File: src/rtl/rfi_pkg.sv
// Constants and types for the regulator fault interrupt register block
// Behaviour
// Mask bit 3 of the register at 0x06 masks the thermal source when 1, and the register resets to 0x00.
// Mask bit 2 masks the power-good source when 1, unmasks it when 0, and resets to 0.
// Mask bit 1 masks the overvoltage source when 1, unmasks it when 0, and resets to 0.
// Mask bit 0 masks the overcurrent source when 1, unmasks it when 0, and resets to 0.
// Flag bit 3 of the register at 0x07 is set when the thermal shutdown state rises from 0 to 1.
// Flag bit 2 is set when the active-low power-good signal falls from 1 to 0.
// Flag bit 1 is set when the overvoltage state rises from 0 to 1.
// Flag bit 0 is set when the overcurrent state rises from 0 to 1.
// A flag is left unchanged when its source holds still or moves the other way.
// Reading the flag register returns the flags and clears them; bits 7 to 4 read zero, ignore writes.
// The interrupt output is active while any flag is set whose mask bit is 0.
package rfi_pkg;

    localparam int unsigned ADDR_W      = 8;
    localparam int unsigned DATA_W      = 8;
    localparam int unsigned SRC_N       = 4;

    localparam logic [7:0]  ADDR_MASK   = 8'h06;
    localparam logic [7:0]  ADDR_FLAGS  = 8'h07;

    localparam int unsigned BIT_THERMAL = 3;
    localparam int unsigned BIT_PGOOD   = 2;
    localparam int unsigned BIT_OVERV   = 1;
    localparam int unsigned BIT_OVERC   = 0;

    localparam logic [3:0]  MASK_RST    = 4'h0;
    localparam logic [3:0]  FLAGS_RST   = 4'h0;
    localparam logic [3:0]  COND_RST    = 4'h0;
    localparam logic [3:0]  RSVD_READ   = 4'h0;
    localparam logic [7:0]  RDATA_RST   = 8'h00;

    // Field order puts each source at its own register bit position
    typedef struct packed {
        logic thermal_shutdown_state;
        logic power_good_n;
        logic overvoltage_state;
        logic overcurrent_state;
    } rfi_cond_t;

    typedef struct packed {
        logic        wr;
        logic        rd;
        logic [7:0]  addr;
        logic [7:0]  wdata;
    } rfi_reg_req_t;

    typedef struct packed {
        rfi_cond_t   sync1;
        rfi_cond_t   sync2;
        rfi_cond_t   prev;
        logic [3:0]  mask;
        logic [3:0]  flags;
        logic [7:0]  rdata;
        logic        rvalid;
        logic        irq;
    } rfi_state_t;

endpackage

File: src/rtl/rfi_regs.sv
// Fault interrupt mask and sticky flag registers of the regulator
`timescale 1ns/100ps
module rfi_regs (
    // Clock and reset
    input  wire logic                  i_clk,
    input  wire logic                  i_rst,
    // Fault condition levels from the analog side
    input  wire rfi_pkg::rfi_cond_t    i_cond,
    // Register access from the serial interface logic
    input  wire rfi_pkg::rfi_reg_req_t i_reg,
    output logic [7:0]                 o_rd_data,
    output logic                       o_rd_valid,
    // Combined interrupt indication, active high
    output logic                       o_irq
);

    rfi_pkg::rfi_state_t st_reg;
    rfi_pkg::rfi_state_t st_next;

    logic [3:0]          set_vec;
    logic [3:0]          clr_vec;
    logic [3:0]          now_vec;
    logic [3:0]          was_vec;

    function automatic logic hit(input logic [7:0] addr, input logic [7:0] target);
        hit = (addr == target);
    endfunction

    always_comb begin
        st_next = st_reg;
        now_vec = st_reg.sync2;
        was_vec = st_reg.prev;

        // Raw levels are asynchronous to this clock; only sync2 and its delayed copy prev feed logic
        st_next.sync1 = i_cond;
        st_next.sync2 = st_reg.sync1;
        st_next.prev  = st_reg.sync2;

        set_vec = 4'h0;
        set_vec[rfi_pkg::BIT_THERMAL] = now_vec[rfi_pkg::BIT_THERMAL]
                                      & ~was_vec[rfi_pkg::BIT_THERMAL];
        set_vec[rfi_pkg::BIT_PGOOD]   = ~now_vec[rfi_pkg::BIT_PGOOD]
                                      & was_vec[rfi_pkg::BIT_PGOOD];
        set_vec[rfi_pkg::BIT_OVERV]   = now_vec[rfi_pkg::BIT_OVERV]
                                      & ~was_vec[rfi_pkg::BIT_OVERV];
        set_vec[rfi_pkg::BIT_OVERC]   = now_vec[rfi_pkg::BIT_OVERC]
                                      & ~was_vec[rfi_pkg::BIT_OVERC];

        clr_vec = 4'h0;
        st_next.rvalid = i_reg.rd;
        st_next.rdata  = rfi_pkg::RDATA_RST;
        if (i_reg.rd) begin
            if (hit(i_reg.addr, rfi_pkg::ADDR_MASK)) begin
                st_next.rdata = {rfi_pkg::RSVD_READ, st_reg.mask};
            end else if (hit(i_reg.addr, rfi_pkg::ADDR_FLAGS)) begin
                st_next.rdata = {rfi_pkg::RSVD_READ, st_reg.flags};
                clr_vec       = 4'hF;
            end
        end

        // Upper data bits are dropped so reserved bits stay zero
        if (i_reg.wr && hit(i_reg.addr, rfi_pkg::ADDR_MASK)) begin
            st_next.mask = i_reg.wdata[3:0];
        end

        // An edge landing in the clearing read survives to the next read
        st_next.flags = (st_reg.flags & ~clr_vec) | set_vec;

        st_next.irq = |(st_next.flags & ~st_next.mask);
    end

    always_ff @(posedge i_clk or posedge i_rst) begin
        if (i_rst) begin
            st_reg.sync1  <= rfi_pkg::COND_RST;
            st_reg.sync2  <= rfi_pkg::COND_RST;
            st_reg.prev   <= rfi_pkg::COND_RST;
            st_reg.mask   <= rfi_pkg::MASK_RST;
            st_reg.flags  <= rfi_pkg::FLAGS_RST;
            st_reg.rdata  <= rfi_pkg::RDATA_RST;
            st_reg.rvalid <= 1'b0;
            st_reg.irq    <= 1'b0;
        end else begin
            st_reg <= st_next;
        end
    end

    assign o_rd_data  = st_reg.rdata;
    assign o_rd_valid = st_reg.rvalid;
    assign o_irq      = st_reg.irq;

    // Mask register writes land one cycle after the request

    AST_MASK_THERMAL: assert property (@(posedge i_clk) disable iff (i_rst)
        (i_reg.wr && i_reg.addr == 8'h06)
        |=> st_reg.mask[3] == $past(i_reg.wdata[3]))
        else $error("thermal mask bit did not take the written value");

    AST_MASK_PGOOD: assert property (@(posedge i_clk) disable iff (i_rst)
        (i_reg.wr && i_reg.addr == 8'h06)
        |=> st_reg.mask[2] == $past(i_reg.wdata[2]))
        else $error("power-good mask bit did not take the written value");

    AST_MASK_OVERV: assert property (@(posedge i_clk) disable iff (i_rst)
        (i_reg.wr && i_reg.addr == 8'h06)
        |=> st_reg.mask[1] == $past(i_reg.wdata[1]))
        else $error("overvoltage mask bit did not take the written value");

    AST_MASK_OVERC: assert property (@(posedge i_clk) disable iff (i_rst)
        (i_reg.wr && i_reg.addr == 8'h06)
        |=> st_reg.mask[0] == $past(i_reg.wdata[0]))
        else $error("overcurrent mask bit did not take the written value");

    AST_MASK_HOLD: assert property (@(posedge i_clk) disable iff (i_rst)
        !(i_reg.wr && i_reg.addr == 8'h06) |=> $stable(st_reg.mask))
        else $error("mask changed without a mask write");

    AST_MASK_READ: assert property (@(posedge i_clk) disable iff (i_rst)
        (i_reg.rd && i_reg.addr == 8'h06)
        |=> o_rd_valid && o_rd_data == {4'h0, $past(st_reg.mask)})
        else $error("mask read returned the wrong value");

    // Each source edge is seen three cycles after it reaches the pin

    AST_THERMAL_RISE: assert property (@(posedge i_clk) disable iff (i_rst)
        (st_reg.sync2.thermal_shutdown_state && !st_reg.prev.thermal_shutdown_state)
        |=> st_reg.flags[3])
        else $error("thermal rise did not set its flag");

    AST_PGOOD_FALL: assert property (@(posedge i_clk) disable iff (i_rst)
        (!st_reg.sync2.power_good_n && st_reg.prev.power_good_n)
        |=> st_reg.flags[2])
        else $error("power-good fall did not set its flag");

    AST_OVERV_RISE: assert property (@(posedge i_clk) disable iff (i_rst)
        (st_reg.sync2.overvoltage_state && !st_reg.prev.overvoltage_state)
        |=> st_reg.flags[1])
        else $error("overvoltage rise did not set its flag");

    AST_OVERC_RISE: assert property (@(posedge i_clk) disable iff (i_rst)
        (st_reg.sync2.overcurrent_state && !st_reg.prev.overcurrent_state)
        |=> st_reg.flags[0])
        else $error("overcurrent rise did not set its flag");

    AST_PIN_TO_FLAG: assert property (@(posedge i_clk) disable iff (i_rst)
        (!i_reg.rd && !i_cond.overcurrent_state
         ##1 !i_reg.rd && i_cond.overcurrent_state ##1 !i_reg.rd ##1 !i_reg.rd)
        |=> st_reg.flags[0])
        else $error("overcurrent pin rise missed its flag");

    AST_NO_SPURIOUS: assert property (@(posedge i_clk) disable iff (i_rst)
        ((st_reg.flags & ~$past(st_reg.flags)) & ~$past(set_vec)) == 4'h0)
        else $error("flag set without a qualifying edge");

    AST_THERMAL_FALL: assert property (@(posedge i_clk) disable iff (i_rst)
        (!st_reg.sync2.thermal_shutdown_state && !st_reg.flags[3] && !i_reg.rd)
        |=> !st_reg.flags[3])
        else $error("thermal fall or hold set its flag");

    AST_READ_CLEAR: assert property (@(posedge i_clk) disable iff (i_rst)
        (i_reg.rd && i_reg.addr == 8'h07)
        |=> o_rd_valid && o_rd_data == {4'h0, $past(st_reg.flags)}
            && st_reg.flags == $past(set_vec))
        else $error("flag read did not return and clear the flags");

    AST_FLAGS_HOLD: assert property (@(posedge i_clk) disable iff (i_rst)
        !(i_reg.rd && i_reg.addr == 8'h07)
        |=> (st_reg.flags & $past(st_reg.flags)) == $past(st_reg.flags))
        else $error("flag lost without a flag read");

    AST_RSVD_ZERO: assert property (@(posedge i_clk) disable iff (i_rst)
        o_rd_data[7:4] == 4'h0)
        else $error("reserved bits read nonzero");

    AST_IRQ_LEVEL: assert property (@(posedge i_clk) disable iff (i_rst)
        o_irq == |(st_reg.flags & ~st_reg.mask))
        else $error("interrupt level disagrees with flags and mask");

    AST_IRQ_MASKED: assert property (@(posedge i_clk) disable iff (i_rst)
        (st_reg.mask == 4'hF) |-> !o_irq)
        else $error("interrupt active with every source masked");

    // First edge after reset release still shows the reset values

    AST_RST_MASK: assert property (@(posedge i_clk)
        $fell(i_rst) |-> st_reg.mask == rfi_pkg::MASK_RST)
        else $error("mask not at its reset value after reset");

    AST_RST_FLAGS: assert property (@(posedge i_clk)
        $fell(i_rst) |-> st_reg.flags == rfi_pkg::FLAGS_RST)
        else $error("flags not clear after reset");

    AST_RST_READ: assert property (@(posedge i_clk)
        $fell(i_rst) |-> !o_rd_valid && o_rd_data == rfi_pkg::RDATA_RST)
        else $error("read port not idle after reset");

    AST_RST_IRQ: assert property (@(posedge i_clk)
        $fell(i_rst) |-> !o_irq)
        else $error("interrupt active after reset");

    AST_PIN_TO_THERMAL: assert property (@(posedge i_clk) disable iff (i_rst)
        (!i_reg.rd && !i_cond.thermal_shutdown_state
         ##1 !i_reg.rd && i_cond.thermal_shutdown_state ##1 !i_reg.rd ##1 !i_reg.rd)
        |=> st_reg.flags[3])
        else $error("thermal pin rise missed its flag");

    AST_PIN_TO_PGOOD: assert property (@(posedge i_clk) disable iff (i_rst)
        (!i_reg.rd && i_cond.power_good_n
         ##1 !i_reg.rd && !i_cond.power_good_n ##1 !i_reg.rd ##1 !i_reg.rd)
        |=> st_reg.flags[2])
        else $error("power-good pin fall missed its flag");

    AST_PIN_TO_OVERV: assert property (@(posedge i_clk) disable iff (i_rst)
        (!i_reg.rd && !i_cond.overvoltage_state
         ##1 !i_reg.rd && i_cond.overvoltage_state ##1 !i_reg.rd ##1 !i_reg.rd)
        |=> st_reg.flags[1])
        else $error("overvoltage pin rise missed its flag");

    // Moves the wrong way, and levels that hold still, must leave flags alone

    AST_PGOOD_RISE: assert property (@(posedge i_clk) disable iff (i_rst)
        (st_reg.sync2.power_good_n && !st_reg.flags[2] && !i_reg.rd)
        |=> !st_reg.flags[2])
        else $error("power-good rise or hold set its flag");

    AST_OVERV_FALL: assert property (@(posedge i_clk) disable iff (i_rst)
        (!st_reg.sync2.overvoltage_state && !st_reg.flags[1] && !i_reg.rd)
        |=> !st_reg.flags[1])
        else $error("overvoltage fall or hold set its flag");

    AST_OVERC_FALL: assert property (@(posedge i_clk) disable iff (i_rst)
        (!st_reg.sync2.overcurrent_state && !st_reg.flags[0] && !i_reg.rd)
        |=> !st_reg.flags[0])
        else $error("overcurrent fall or hold set its flag");

    AST_STEADY_QUIET: assert property (@(posedge i_clk) disable iff (i_rst)
        (st_reg.sync2 == st_reg.prev && st_reg.flags == 4'h0)
        |=> st_reg.flags == 4'h0)
        else $error("flag set while every source held still");

    // Each flag stands until a read of the flag register

    AST_THERMAL_STICKY: assert property (@(posedge i_clk) disable iff (i_rst)
        (st_reg.flags[3] && !(i_reg.rd && i_reg.addr == rfi_pkg::ADDR_FLAGS))
        |=> st_reg.flags[3])
        else $error("thermal flag dropped without a flag read");

    AST_PGOOD_STICKY: assert property (@(posedge i_clk) disable iff (i_rst)
        (st_reg.flags[2] && !(i_reg.rd && i_reg.addr == rfi_pkg::ADDR_FLAGS))
        |=> st_reg.flags[2])
        else $error("power-good flag dropped without a flag read");

    AST_OVERV_STICKY: assert property (@(posedge i_clk) disable iff (i_rst)
        (st_reg.flags[1] && !(i_reg.rd && i_reg.addr == rfi_pkg::ADDR_FLAGS))
        |=> st_reg.flags[1])
        else $error("overvoltage flag dropped without a flag read");

    AST_OVERC_STICKY: assert property (@(posedge i_clk) disable iff (i_rst)
        (st_reg.flags[0] && !(i_reg.rd && i_reg.addr == rfi_pkg::ADDR_FLAGS))
        |=> st_reg.flags[0])
        else $error("overcurrent flag dropped without a flag read");

    // Every read strobe gets exactly one answer cycle, unmapped ones read zero

    AST_READ_ANSWER: assert property (@(posedge i_clk) disable iff (i_rst)
        i_reg.rd
        |=> o_rd_valid)
        else $error("read got no answer");

    AST_VALID_PULSE: assert property (@(posedge i_clk) disable iff (i_rst)
        !i_reg.rd
        |=> !o_rd_valid)
        else $error("read answer without a read");

    AST_RDATA_IDLE: assert property (@(posedge i_clk) disable iff (i_rst)
        !i_reg.rd
        |=> o_rd_data == rfi_pkg::RDATA_RST)
        else $error("read data not idle without a read");

    AST_UNMAPPED_READ: assert property (@(posedge i_clk) disable iff (i_rst)
        (i_reg.rd && i_reg.addr != rfi_pkg::ADDR_MASK && i_reg.addr != rfi_pkg::ADDR_FLAGS)
        |=> o_rd_valid && o_rd_data == rfi_pkg::RDATA_RST)
        else $error("unmapped read returned data");

    // Any unmasked flag drives the interrupt; a clean clearing read drops it

    AST_IRQ_THERMAL: assert property (@(posedge i_clk) disable iff (i_rst)
        (st_reg.flags[3] && !st_reg.mask[3])
        |-> o_irq)
        else $error("unmasked thermal flag without interrupt");

    AST_IRQ_PGOOD: assert property (@(posedge i_clk) disable iff (i_rst)
        (st_reg.flags[2] && !st_reg.mask[2])
        |-> o_irq)
        else $error("unmasked power-good flag without interrupt");

    AST_IRQ_OVERV: assert property (@(posedge i_clk) disable iff (i_rst)
        (st_reg.flags[1] && !st_reg.mask[1])
        |-> o_irq)
        else $error("unmasked overvoltage flag without interrupt");

    AST_IRQ_OVERC: assert property (@(posedge i_clk) disable iff (i_rst)
        (st_reg.flags[0] && !st_reg.mask[0])
        |-> o_irq)
        else $error("unmasked overcurrent flag without interrupt");

    AST_IRQ_CLEAR: assert property (@(posedge i_clk) disable iff (i_rst)
        (i_reg.rd && i_reg.addr == rfi_pkg::ADDR_FLAGS && set_vec == 4'h0)
        |=> !o_irq)
        else $error("interrupt stayed active after clearing read");

endmodule

File: config.mk
export PLATFORM = sky130hd
export DESIGN_NAME = rfi_regs
export DESIGN_NICKNAME = d
export VERILOG_FILES = /design/src/rtl/rfi_pkg.sv /design/src/rtl/rfi_regs.sv
export SDC_FILE = /design/constraint.sdc
export NUM_CORES = 1
export LEC_CHECK = 0
export BUFFER_PORTS_ARGS = -buffer_cell sky130_fd_sc_hd__buf_2
export CAP_MARGIN = 20
export CORE_MARGIN = 2
export CORE_UTILIZATION = 48
export DETAILED_ROUTE_END_ITERATION = 6
export GPL_ROUTABILITY_DRIVEN = 1
export PLACE_DENSITY = 0.87
export SLEW_MARGIN = 20
export SYNTH_ARGS = -nofsm -noshare
export SYNTH_HDL_FRONTEND = slang
export SYNTH_SLANG_ARGS = --single-unit
File: constraint.sdc
create_clock -name i_clk -period 1.3 [get_ports i_clk]
set_input_delay 0.195 -clock i_clk [delete_from_list [all_inputs] [get_ports i_clk]]
set_output_delay 0.195 -clock i_clk [all_outputs]
set_load 0.01 [all_outputs]
After elaboration in Yosys (flattened, before gate mapping)
Index checks and enable logic that the tools add are counted.
{"block": "totals", "register_bits": 30, "in_bits": 24, "output_inout_bits": 10}
{"block": "op_classes", "n_eq_ne": 2, "mux": 7, "bitwise": 13, "reduce_logical": 2}
{"operator": "2-to-1 mux 4 bit", "n": 7}
{"operator": "== test 8 x 3 -> 1 bit (second input constant)", "n": 2}
{"operator": "AND 4 bit", "n": 2}
{"operator": "NOT 4 bit", "n": 2}
{"operator": "AND 1 bit", "n": 4}
{"operator": "NOT 1 bit", "n": 4}
{"operator": "bitwise OR 4 bit", "n": 1}
{"operator": "OR reduction 4 bit", "n": 1}
{"operator": "logical AND 1 bit", "n": 1}

Longest topological paths before layout
{"block": "logic_depth", "ltp_word": 9, "depth_mapped": 4, "ltp_nobuf": 4}

Worst setup path before layout
No wires, ideal clock.
{"block": "synth_timing", "path_kind": "input-to-reg", "startpoint": "input i_reg[13] (netlist bit)", "endpoint": "register st_reg, in the netlist o_irq", "setup_time_ps": 87, "arrival_time_ps": 1251, "required_time_ps": 1213, "slack_ps": -38, "path_stages": 4, "n_path_buf": 0, "path_cell_list": "or4_4 o31ai_1 o221ai_1 o2111ai_2"}
{"element": "from (decl)", "line_no": "rfi_regs.sv:10", "source": "input wire rfi_pkg::rfi_reg_req_t i_reg,"}
{"element": "to (signal assigned)", "line_no": "rfi_regs.sv:83", "source": "st_reg <= st_next;"}
{"element": "to (decl)", "line_no": "rfi_regs.sv:17", "source": "rfi_pkg::rfi_state_t st_reg;"}

==> run_results.csv <==
group,metric,value,unit
outcome,status,"complete, no violations",
setup_path,cp_slowest_stage_delay,570,ps
drt,firstDrtPassIters,4,
setup_path,critical_path.slowest_cell,"or4_4",
job,maxCapViolCount,0,
die,start_util,52.3,%
power_and_ir_drop,p_leak,0.630,nW
die,dieArea,2570,um^2
finish,final_nets,141,
logic_synthesis,synth_seq_area_share,62.1,%
logic_synthesis,yosysWarnings,0,
drt,first_iter_violations,9,
cts,htreeDepth,1,
timing,setup_tns,0,ps
setup_path,crit_required,1540,ps
drt,wl_per_cell,12.3,um
die,io_pins,34,
logic_synthesis,syn_area,1050,um^2
timing,setup_viol,0,
finish,area_growth,22.8,%
drt,drc,0,
global_route,use_met1,18.2,%
placement,dpl.hpwl,1.32,mm
die,dieHeight,50.7,um
global_route,grt_usage,16.0,%
drt,ant_nets,0,
finish,diodes,0,
setup_path,cp.arrival,1490,ps
drt,via_per_inst,5.07,
cts,cts_setup_buffers,0,
timing,finalHoldViolations,0,
setup_path,cp-start-kind,"input port",
finish,stdcell_area,1290,um^2
cts,cts_tree,"yes",
power_and_ir_drop,p_per_area,1000,nW/um^2
global_route,use_met2,28.9,%
logic_synthesis,ys_types,24,
timing,slew_violations,0,
die,fp.dieW,50.7,um
power_and_ir_drop,ir_drop,0.00110,V
placement,place_congestion,0.836,
finish,largest_reg_flops,12,
cts,cts_resized,0,
cts,insertion_delay,310,ps
setup_path,worstSetupPathType,"input port to flop",
global_route,top_usage_layer,"met2",
finish,drive_gt1_share,40.0,%
logic_synthesis,synth.avg_cell_area,12.8,um^2
die,core_area,2000,um^2
global_route,grt_max_degree,27,
timing,fmax,802,MHz
placement,io_buffers,25,
timing,rsz0062_at_grt,"no",
placement,place_area,1210,um^2
drt,vias,720,
logic_synthesis,postSynthCellCount,82,
finish,post-route-util,64.3,%
timing,skew,7.67,ps
cts,cts_root_buf,"clkbuf_4",
timing,whs,59.9,ps
cts,numClockSinks,26,
power_and_ir_drop,finalPower,0.00129,W
global_route,overflow,0,
setup_path,cp_max_fo,3,
timing,min_period,1250,ps
setup_path,crit_chain,"buf_2 -> or4_4 -> o31ai_2 -> o221ai_1 -> o2111ai_2",
setup_path,cp-end-kind,"flop",
global_route,grt_pass1_vias,748,
global_route,grt_pass1_wl,3.12,mm
cts,clk_pin_slew,130,ps
global_route,antenna_found_initial,0,
global_route,use_met3,5.36,%
die,rows,16,
cts,clock_path_buffers,2,
logic_synthesis,ys_ff_latch,26,
drt,wl,1.74,mm
hold_path,hp-class,"input port to flop",
timing,post-route-period-util,95.9,%
cts,numCtsBuffers,3,
synth_stat cells (all sizes together):
library cell,number,area (um^2)
dfrtp,26,651
inv,10,37.5
buf,8,60.1
o21ai,6,30.0
a31oi,3,18.8
nand2,3,11.3
nor2b,3,18.8
o221ai,3,26.3
o31ai,3,22.5
or2,3,18.8
and3,2,12.5
nand3,2,22.5
a22o,1,8.76
a2bb2oi,1,8.76
and4b,1,10.0
and4bb,1,12.5
conb,1,3.75
mux2,1,15.0
nor4,1,21.3
o2111ai,1,15.0
or4,1,11.3
or4bb,1,11.3
where the power goes:
group	internal [W]	total [W]	switching (W)
combinational	0.0000592	0.000124	0.0000645
clock	0.000108	0.000317	0.000208
sequential	0.000836	0.000846	0.0000109
total	0.00100	0.00129	0.000284
final timing paths:
kind / from / cells past startpoint / to / slack (ps)
setup / recovery: i_reg[13] / 5 / o_irq / 50
hold / removal: i_reg[16] / 1 / o_rd_valid / 60
setup reg to reg: st_reg[11] / 4 / o_irq / 240
hold reg to reg: st_next[25] / 0 / now_vec[3] / 360
max in group asynchronous: i_rst / 4 / now_vec[2] / 610
min in group asynchronous: i_rst / 4 / st_reg[15] / 450
cells in the final DEF, fill, tap and decap left out, types with 2 or more instances in the layout:
master	n
nor2b_1	3
and3_1	2
buf_4	5
a31oi_1	3
o31ai_2	3
buf_2	25
conb_1	4
o21ai_0	5
dlygate4sd3_1	5
nand2_1	3
o221ai_1	3
clkbuf_4	3
dfrtp_1	26
or2_2	3
inv_1	10
layout make-up:
class,count,area [um^2]
Sequential cell,26,651
Tap cell,27,33.8
Timing Repair Buffer,35,213
Clock buffer,3,22.5
Fill cell,157,716
Multi-Input combinational cell,41,329
Inverter,10,37.5
cell families after synthesis:
group | Yosys count | synth area share, %
DFF | 26 | 62.1
muxes | 1 | 1.43
and+or+nand+nor | 18 | 14.3
AOI/OAI and AO/OA | 18 | 12.4
other | 1 | 0.358
buffers and inverters | 18 | 9.32
per-stage QoR:
step                      setup slack (ps)  cells
after CTS                             51.4    142
after detailed placement              -275    134
after global routing                  9.24    142
after floorplan                      -11.4     85
after global placement                -241    134
final                                 52.8    142
worst max-delay path, delay by kind of cell:
kind,cells,cell delay [ps]
buf+inv,1,120
compound gates,3,610
simple gates,1,570
what timing repair did:
action	CTS	global route
setup endpoints to repair	0	0
hold buffers	5	0
hold endpoints to repair	30	0
metal layers:
metal	wire [um]	part of all wire, %
met4	0	0
met2	960	55
met1	653	38
met5	0	0
met3	126	7.2
Note: power is estimated with default switching activity, not from simulation.
